--- src/core/rx_alarm_link_irq_map.vh ---
// Purpose: constants for the receive alarm-code and link interrupt/control block
// Assumes: byte-wide microprocessor register port, offsets as index values
// Notes: Operation list below
// Operation
// - valid flag follows alarm code validated/removed
// - removal interrupt when enabled and code removed
// - removal status sticky, cleared on read
// - validation interrupt when enabled and code validated
// - validation status sticky, cleared on read
// - alarm-code bits act only in C-bit parity
// - five search-block enables, default all on
// - link controller runs only when enabled, default off
// - link interrupt on each new message when enabled
// - link status sticky since last read, cleared on read
// - link bits act only in C-bit parity
// - hold last validated six-bit alarm code
`ifndef RX_ALARM_LINK_IRQ_MAP_VH
`define RX_ALARM_LINK_IRQ_MAP_VH
`define ADDR_CODE_WORD 8'h12
`define ADDR_ALARM_IRQ 8'h13
`define ADDR_LINK_CTRL 8'h14
`define ALARM_VALID_BIT 4
`define ALARM_REM_EN_BIT 3
`define ALARM_REM_ST_BIT 2
`define ALARM_VAL_EN_BIT 1
`define ALARM_VAL_ST_BIT 0
`define LINK_EN_BIT 2
`define LINK_IRQ_EN_BIT 1
`define LINK_ST_BIT 0
`define SEARCH_EN_LSB 3
`define SEARCH_EN_RESET 5'h1F
`define CODE_WORD_RESET 6'h3F
`endif

--- src/core/sticky_read_clear.v ---
// Purpose: one sticky status bit set by an event, cleared by a read
// Assumes: event and read are on core_clk_i
// Notes: set wins over the clear in the same cycle
`timescale 1ns/10ps
module sticky_read_clear (
    input wire core_clk_i,
    input wire rst_i,
    input wire clk_en_i,
    input wire set_i,
    input wire clear_i,
    output reg flag_q
);
    always @(posedge core_clk_i) begin
        if (rst_i) begin
            flag_q <= 1'b0;
        end else if (clk_en_i) begin
            if (set_i) begin
                flag_q <= 1'b1;
            end else if (clear_i) begin
                flag_q <= 1'b0;
            end
        end
    end
endmodule // sticky_read_clear

--- src/core/rx_alarm_link_irq.v ---
// Purpose: receive alarm-code and path maintenance link interrupt/control registers
// Assumes: byte microprocessor port, one-cycle read/write strobes on core_clk_i
// Notes: events come from framer logic on the same clock, so no synchronisers
`timescale 1ns/10ps
`include "rx_alarm_link_irq_map.vh"
module rx_alarm_link_irq (
    input wire core_clk_i,
    input wire rst_i,
    input wire clk_en_i,
    input wire cbit_parity_i,
    input wire code_valid_i,
    input wire [5:0] code_word_i,
    input wire link_msg_i,
    input wire [7:0] addr_i,
    input wire [7:0] wdata_i,
    input wire wr_i,
    input wire rd_i,
    output reg [7:0] rdata_o,
    output reg irq_o,
    output reg [4:0] search_en_o,
    output reg link_run_o
);
    reg valid_q;
    reg [5:0] received_alarm_code_word_q;
    reg rem_en_q;
    reg val_en_q;
    reg link_en_q;
    reg link_irq_en_q;
    reg [7:0] rdata_d;
    wire rem_st;
    wire val_st;
    wire link_st;
    wire valid_d;
    wire val_evt;
    wire rem_evt;
    wire link_evt;
    wire rd_alarm;
    wire rd_link;
    wire wr_link;
    wire wr_alarm;
    wire irq_d;
    wire hit_code;
    wire hit_alarm;
    wire hit_link;
    wire rem_irq_term;
    wire val_irq_term;
    wire link_irq_term;
    wire [5:0] code_word_rev;
    wire [7:0] code_word_image;
    wire [7:0] alarm_image;
    wire [7:0] link_image;
    genvar bit_idx;

    // alarm code tracking only in C-bit parity mode
    assign valid_d = cbit_parity_i & code_valid_i;
    assign val_evt = valid_d & ~valid_q;
    assign rem_evt = ~valid_d & valid_q;
    assign link_evt = cbit_parity_i & link_en_q & link_msg_i;
    assign rd_alarm = rd_i & (addr_i == `ADDR_ALARM_IRQ);
    assign rd_link = rd_i & (addr_i == `ADDR_LINK_CTRL);
    assign wr_alarm = wr_i & (addr_i == `ADDR_ALARM_IRQ);
    assign wr_link = wr_i & (addr_i == `ADDR_LINK_CTRL);

    always @(posedge core_clk_i) begin
        if (rst_i) begin
            valid_q <= 1'b0;
            received_alarm_code_word_q <= `CODE_WORD_RESET;
        end else if (clk_en_i) begin
            valid_q <= valid_d;
            if (val_evt) begin
                received_alarm_code_word_q <= code_word_i;
            end
        end
    end

    sticky_read_clear u_rem_st (
        .core_clk_i(core_clk_i),
        .rst_i(rst_i),
        .clk_en_i(clk_en_i),
        .set_i(rem_evt),
        .clear_i(rd_alarm),
        .flag_q(rem_st)
    );

    sticky_read_clear u_val_st (
        .core_clk_i(core_clk_i),
        .rst_i(rst_i),
        .clk_en_i(clk_en_i),
        .set_i(val_evt),
        .clear_i(rd_alarm),
        .flag_q(val_st)
    );

    sticky_read_clear u_link_st (
        .core_clk_i(core_clk_i),
        .rst_i(rst_i),
        .clk_en_i(clk_en_i),
        .set_i(link_evt),
        .clear_i(rd_link),
        .flag_q(link_st)
    );

    // address hits, shared by the read mux
    assign hit_code = (addr_i == `ADDR_CODE_WORD);
    assign hit_alarm = (addr_i == `ADDR_ALARM_IRQ);
    assign hit_link = (addr_i == `ADDR_LINK_CTRL);

    // removal interrupt enable
    always @(posedge core_clk_i) begin
        if (rst_i) begin
            rem_en_q <= 1'b0;
        end else if (clk_en_i) begin
            if (wr_alarm) begin
                rem_en_q <= wdata_i[`ALARM_REM_EN_BIT];
            end
        end
    end

    // validation interrupt enable
    always @(posedge core_clk_i) begin
        if (rst_i) begin
            val_en_q <= 1'b0;
        end else if (clk_en_i) begin
            if (wr_alarm) begin
                val_en_q <= wdata_i[`ALARM_VAL_EN_BIT];
            end
        end
    end

    // link controller enable, off after reset
    always @(posedge core_clk_i) begin
        if (rst_i) begin
            link_en_q <= 1'b0;
        end else if (clk_en_i) begin
            if (wr_link) begin
                link_en_q <= wdata_i[`LINK_EN_BIT];
            end
        end
    end

    // link message interrupt enable
    always @(posedge core_clk_i) begin
        if (rst_i) begin
            link_irq_en_q <= 1'b0;
        end else if (clk_en_i) begin
            if (wr_link) begin
                link_irq_en_q <= wdata_i[`LINK_IRQ_EN_BIT];
            end
        end
    end

    // five f-bit search block enables, all on after reset
    always @(posedge core_clk_i) begin
        if (rst_i) begin
            search_en_o <= `SEARCH_EN_RESET;
        end else if (clk_en_i) begin
            if (wr_link) begin
                search_en_o <= wdata_i[`SEARCH_EN_LSB+4:`SEARCH_EN_LSB];
            end
        end
    end

    // link controller runs only when enabled in C-bit parity
    always @(posedge core_clk_i) begin
        if (rst_i) begin
            link_run_o <= 1'b0;
        end else if (clk_en_i) begin
            link_run_o <= link_en_q & cbit_parity_i;
        end
    end

    // per-source interrupt terms
    assign rem_irq_term = rem_en_q & rem_st;
    assign val_irq_term = val_en_q & val_st;
    assign link_irq_term = link_irq_en_q & link_st;

    // level interrupt, masked outside C-bit parity
    assign irq_d = cbit_parity_i & (rem_irq_term | val_irq_term | link_irq_term);

    // code word is shown with its bit 0 in the highest used position
    generate
        for (bit_idx = 0; bit_idx < 6; bit_idx = bit_idx + 1) begin : g_word_rev
            assign code_word_rev[5 - bit_idx] = received_alarm_code_word_q[bit_idx];
        end
    endgenerate

    // register images as the host sees them
    assign code_word_image = {1'b0, code_word_rev, 1'b0};
    assign alarm_image = {3'h0, valid_q, rem_en_q, rem_st, val_en_q, val_st};
    assign link_image = {search_en_o, link_en_q, link_irq_en_q, link_st};

    // read mux, unmapped addresses read as zero
    always @* begin
        rdata_d = 8'h00;
        case (1'b1)
            hit_code: begin
                rdata_d = code_word_image;
            end
            hit_alarm: begin
                rdata_d = alarm_image;
            end
            hit_link: begin
                rdata_d = link_image;
            end
            default: begin
                rdata_d = 8'h00;
            end
        endcase
    end

    // read data holds until the next read
    always @(posedge core_clk_i) begin
        if (rst_i) begin
            rdata_o <= 8'h00;
        end else if (clk_en_i) begin
            if (rd_i) begin
                rdata_o <= rdata_d;
            end
        end
    end

    // registered interrupt output
    always @(posedge core_clk_i) begin
        if (rst_i) begin
            irq_o <= 1'b0;
        end else if (clk_en_i) begin
            irq_o <= irq_d;
        end
    end
endmodule // rx_alarm_link_irq

--- config.mk ---
export PLATFORM = sky130hd
export DESIGN_NAME = rx_alarm_link_irq
export DESIGN_NICKNAME = d
export VERILOG_FILES = /design/src/core/sticky_read_clear.v /design/src/core/rx_alarm_link_irq.v
export VERILOG_INCLUDE_DIRS = /design/src /design/src/core
export SDC_FILE = /design/constraint.sdc
export NUM_CORES = 1
export LEC_CHECK = 0
export BUFFER_PORTS_ARGS = -buffer_cell sky130_fd_sc_hd__buf_2
export CAP_MARGIN = 20
export CORE_MARGIN = 2
export CORE_UTILIZATION = 50
export DETAILED_ROUTE_END_ITERATION = 12
export HOLD_SLACK_MARGIN = 0.02
export PLACE_DENSITY = 0.88
export SLEW_MARGIN = 20
export SYNTH_ARGS = -nofsm -noshare
export SYNTH_HDL_FRONTEND = slang
export SYNTH_SLANG_ARGS = --single-unit
--- constraint.sdc ---
create_clock -name core_clk_i -period 4.15 [get_ports core_clk_i]
set_input_delay 0 -clock core_clk_i [delete_from_list [all_inputs] [get_ports core_clk_i]]
set_output_delay 0 -clock core_clk_i [all_outputs]
set_load 0.005 [all_outputs]
* Word-level counts from Yosys, hierarchy flattened
Index checks and enable logic that the tools add are counted.
** Word-level totals
- Flip-flop bits (word level) :: 29
- Output and inout port bits :: 15
- Word-level logic and storage cells :: 51
** Cells by class
- Equality and inequality tests :: 3
- Multiplexer cells :: 8
- Bitwise operators :: 17
- Reduce and logical (&&, ||, !) cells :: 10
** Operators with widths (number)
- 8-bit by 5-bit equality test with 1-bit output (second input constant) :: 3
- 8-bit two-way mux :: 3
- 2-bit AND reduction :: 7
- 1-bit bitwise AND :: 13
- 2-bit nonzero test :: 3
- 1-bit two-way mux :: 5
- 1-bit NOT :: 2
- 1-bit bitwise OR :: 2

* Depth between registers and ports, before layout
- Word-level depth :: 5
- Mapped depth :: 4
- Mapped depth without buffers :: 3

* By module
A second synthesis with hierarchy kept.
** Unflattened totals
- Cells, all modules :: 156
- Area total of the unflattened synthesis :: 1417.6 sq um
** Modules (own cells, without submodules)
- rx_alarm_link_irq :: instances 1, cells an instance 144, area an instance 1290.0 sq um
- sticky_read_clear :: instances 3, cells an instance 4, area an instance 42.5 sq um

* Least setup slack after synthesis
OpenSTA, ideal clock, no wires.
- Path type :: input-to-reg
- From :: input port addr_i[3]
- To :: register rdata_o[2]
- Setup time :: 0.079 ns
- Data arrival time :: 1.318 ns
- Required time :: 4.071 ns
- Path slack :: 2.753 ns
- Stages :: 4
- Buffers on the path :: 1
- Path through :: or4_1 > buf_2 > or4b_4 > o211ai_1
** Between the ends
- Cells in the longest elaborated chain, start to end :: 4
** RTL lines
- from (decl) :: line rx_alarm_link_irq.v:14 : input wire [7:0] addr_i,
- 8-bit by 5-bit equality test with 1-bit output (no line)
- 8-bit two-way mux (2 in series) :: line rx_alarm_link_irq.v:195 : case (1'b1)
- 8-bit two-way mux (*) :: line rx_alarm_link_irq.v:195
- to (signal assigned) :: line rx_alarm_link_irq.v:217 : rdata_o <= rdata_d;
- to (decl) :: line rx_alarm_link_irq.v:18 : output reg [7:0] rdata_o,
Every way passes the cells marked *; elsewhere a longest branch is shown, timed or not.
A chain may end at the register's enable or synchronous reset.

* Final worst setup path
- From :: input port addr_i[5]
- To :: register search_en_o[0]
** Between the ends
- Cells in the longest elaborated chain, start to end :: 3
** RTL lines
- 8-bit by 5-bit equality test with 1-bit output (no line)
- 1-bit bitwise AND :: line rx_alarm_link_irq.v:62 : assign wr_link = wr_i & (addr_i == `ADDR_LINK_CTRL);
- 2-bit AND reduction (no line)
- to (signal assigned) :: line rx_alarm_link_irq.v:155 : search_en_o <= `SEARCH_EN_RESET;
- to (signal assigned) :: line rx_alarm_link_irq.v:158 : search_en_o <= wdata_i[`SEARCH_EN_LSB+4:`SEARCH_EN_LSB];
- to (decl) :: line rx_alarm_link_irq.v:20 : output reg [4:0] search_en_o,
No other way between the ends.

==> out/summary.json <==
{
  "routing": {
    "post-route-drc-count": 0,
    "routed-via-count": 1384,
    "wl_per_cell_um": 12.8,
    "post_drt_via_cell_ratio": 5.54,
    "first_pass_iters": 4,
    "antenna_violating_nets_post_route": 0,
    "drtIter0Drc": 46,
    "finalWirelength_mm": 3.20
  },
  "placed_design": {
    "dp.final_hpwl_mm": 2.17,
    "gp_routability_congestion": 0.824,
    "place.port_buffers": 43
  },
  "floorplanning": {
    "fp.dieW_um": 57.2,
    "start_util_pct": 52.2,
    "core-area_um2": 2710,
    "io_pins": 45,
    "placement_row_count": 19,
    "dieHeight_um": 57.2,
    "fp.dieArea_um2": 3270
  },
  "outcome": {
    "status": "completed"
  },
  "power": {
    "power-per-cell-area_nw_per_um2": 278,
    "internal_power_w": 0.000397,
    "p_sw_share_pct": 23.7,
    "power_frac_clock_pct": 32.5,
    "vdd_ir_drop_max_mv": 0.240,
    "comb_power_share_pct": 12.7,
    "power_switching_w": 0.000123,
    "p_leak_nw": 0.815,
    "seq_power_share_pct": 54.8
  },
  "sta": {
    "finalWorstPathRequiredPeriod_ps": 1810,
    "final_max_slew_viol_count": 0,
    "share_of_the_clock_period_used_by_the_worst_path_pct": 43.7,
    "hold_violations": 0,
    "worst_slew_pin_slew_ps": 647,
    "timing.clock.skew_ps": 2.86,
    "fmax_mhz": 551,
    "rsz_0062_raised_after_global_routing": "no",
    "fin_worst_hold_slack_ps": 26.8,
    "setup_viol": 0,
    "slew_headroom_pct": 56.5,
    "tns_ps": 0
  },
  "clocking": {
    "clock_insertion_delay_worst_skew_ps": 320,
    "cts_hold_repair.buffers": 19,
    "cts_root_buf": "clkbuf_4",
    "clock_tree.htree_level_count": 2,
    "cts.path.max_buffers": 2,
    "postCtsSetupBuffers": 0,
    "clock_input_transition_at_the_sequential_cells_of_the_worst_setup_and_hold_paths_ps": 80,
    "post_cts_resize_count": 0,
    "cts_tree": "done",
    "cts-buffers-inserted": 5,
    "cts.sink_count": 29
  },
  "global_routing": {
    "grt_pass1_wl_mm": 5.37,
    "overflow": 0,
    "global_route.usage.total_pct": 21.4,
    "largest_net_degree_at_the_start_of_global_routing": 36,
    "via_count_of_the_first_global_routing_pass": 1271,
    "antenna_found_initial": 0
  },
  "setup_path": {
    "critPathMaxFanout": 7,
    "critPathLaunchType": "primary input",
    "required_ps": 4390,
    "timing.setup.critical_path_class": "primary input to register",
    "crit_path_cell_trace": "dlygate4sd3_1 > buf_2 > nor4_2 > nand4_1 > mux2i_1",
    "crit_path_top_delay_cell": "nand4_1",
    "worst_path_largest_cell_delay_ps": 610,
    "endpoint_kind": "register",
    "worst_ep_arrival_time_ps": 2050
  },
  "layout": {
    "top_library_cells_by_usage_in_the_layout_fill_and_taps_aside": "buf_2 (43), dfxtp_1 (29), dlygate4sd3_1 (19), nor2_1 (16), nand2b_1 (11)",
    "antennaDiodeCount": 0,
    "syn_to_final_growth_pct": 32.3,
    "layout_commonest_cell": "buf_2",
    "nNetsFinal": 249,
    "drive_above_1_share_pct": 23.7,
    "final.fill_count": 229,
    "utilization_pct": 69.0
  },
  "synthesis": {
    "synth_area_leaders": "dfxtp_1 (41%), mux2i_1 (6.4%), nand2b_1 (4.9%)",
    "synth.avg_cell_area_um2": 8.78,
    "synth_seq_cells": 29,
    "synth_flop_cell": "dfxtp_1",
    "synthesis.yosys.warnings": 0,
    "mappedNetlistNets": 191,
    "post_synthesis_cell_count": 161,
    "synth_cell_type_count": 33,
    "syn-cell-area_um2": 1410,
    "area_share_of_the_largest_cell_type_after_synthesis_pct": 41.1,
    "edff_count_synth": 0,
    "async_flop_share_pct": 0,
    "synth_top_area_cell": "dfxtp_1",
    "synth-seq-area-share_pct": 41.1
  },
  "flow_run": {
    "max-cap-violations": 0
  },
  "min_path": {
    "holdCritPathClass": "primary input to register"
  }
}
## cell usage after synthesis, types with 3 or more instances
| library cell | instances |
|---|---|
| a211o_1 | 7 |
| a21oi_1 | 9 |
| and3b_1 | 7 |
| clkbuf_1 | 10 |
| dfxtp_1 | 29 |
| inv_1 | 10 |
| mux2i_1 | 9 |
| nand2_1 | 9 |
| nand2b_1 | 11 |
| nand3_1 | 6 |
| nand3b_1 | 3 |
| nand4_1 | 3 |
| nor2_1 | 16 |
| nor4bb_1 | 3 |
| o2111ai_1 | 3 |
| o211ai_1 | 3 |
| o21ai_1 | 3 |
## path summary, 6_finish.rpt
| check | start | endpoint | slack [ps] | depth (start not counted) |
|---|---|---|---|---|
| max | addr_i[5] | search_en_o[0]$_SDFFE_PP1P_ | 2340 | 5 |
| min | addr_i[3] | rdata_o[1]$_SDFFE_PP0P_ | 30 | 4 |
| max reg2reg | valid_q$_SDFFE_PP0P_ | received_alarm_code_word_q[0]$_SDFFE_PP1P_ | 2720 | 2 |
| min reg2reg | rdata_o[5]$_SDFFE_PP0P_ | rdata_o[5]$_SDFFE_PP0P_ | 450 | 2 |
## critical path: cells and delay by family
kind | cells | cell delay (ps)
and+or+nand+nor | 2 | 1090
muxes | 1 | 310
buffers and inverters | 2 | 660
## cell families after synthesis
| family | synth area share (%) |
|---|---|
| multiplexers | 6.37 |
| AND/OR/NAND/NOR | 30.8 |
| flip-flops | 41.1 |
| buffers and inverters | 5.66 |
| AO/OA/AOI/OAI | 16.1 |
## routing by layer
metal | global-route usage [%] | routed length [um]
met1 | 25.0 | 1360
met2 | 35.8 | 1530
met3 | 5.67 | 217
met4 | 11.3 | 89
met5 | 0 | 0
## per-stage QoR
step,cells,total power (W),instance area (um2),worst slack [ps]
after floorplan,161,0.000323,1410,2750
after global placement,224,0.000343,1630,2480
after detailed placement,224,0.000344,1630,2440
after CTS,250,0.000522,1870,2350
after global routing,250,0.000546,1870,2190
final,250,0.000520,1870,2340
## sequential cells by signal, summed over array words and instances (netlist names)
| signal | flops |
|---|---|
| u_val_st.flag_q | 1 |
| u_rem_st.flag_q | 1 |
| link_en_q | 1 |
| received_alarm_code_word_q | 6 |
| link_run_o | 1 |
| rdata_o | 8 |
| search_en_o | 5 |
| irq_o | 1 |
| valid_q | 1 |
| rem_en_q | 1 |
| val_en_q | 1 |
| u_link_st.flag_q | 1 |
| link_irq_en_q | 1 |
## power groups by stage
stage                     sequential, W  clock (W)  combinational, W
after detailed placement       0.000291          0         0.0000521
after global routing           0.000286   0.000188         0.0000726
after global placement         0.000291          0         0.0000518
after CTS                      0.000285   0.000173         0.0000650
final                          0.000285   0.000169         0.0000660
after floorplan                0.000291          0         0.0000322
## area by class of cell
class                           count  area, um2  area share (%)
Multi-Input combinational cell    111        753            40.3
Sequential cell                    29        581            31.0
Timing Repair Buffer               62        405            21.7
Clock buffer                        7       55.1            2.94
Tap cell                           31       38.8            2.07
Inverter                           10       37.5            2.01
(Power assumes the default switching activity.)
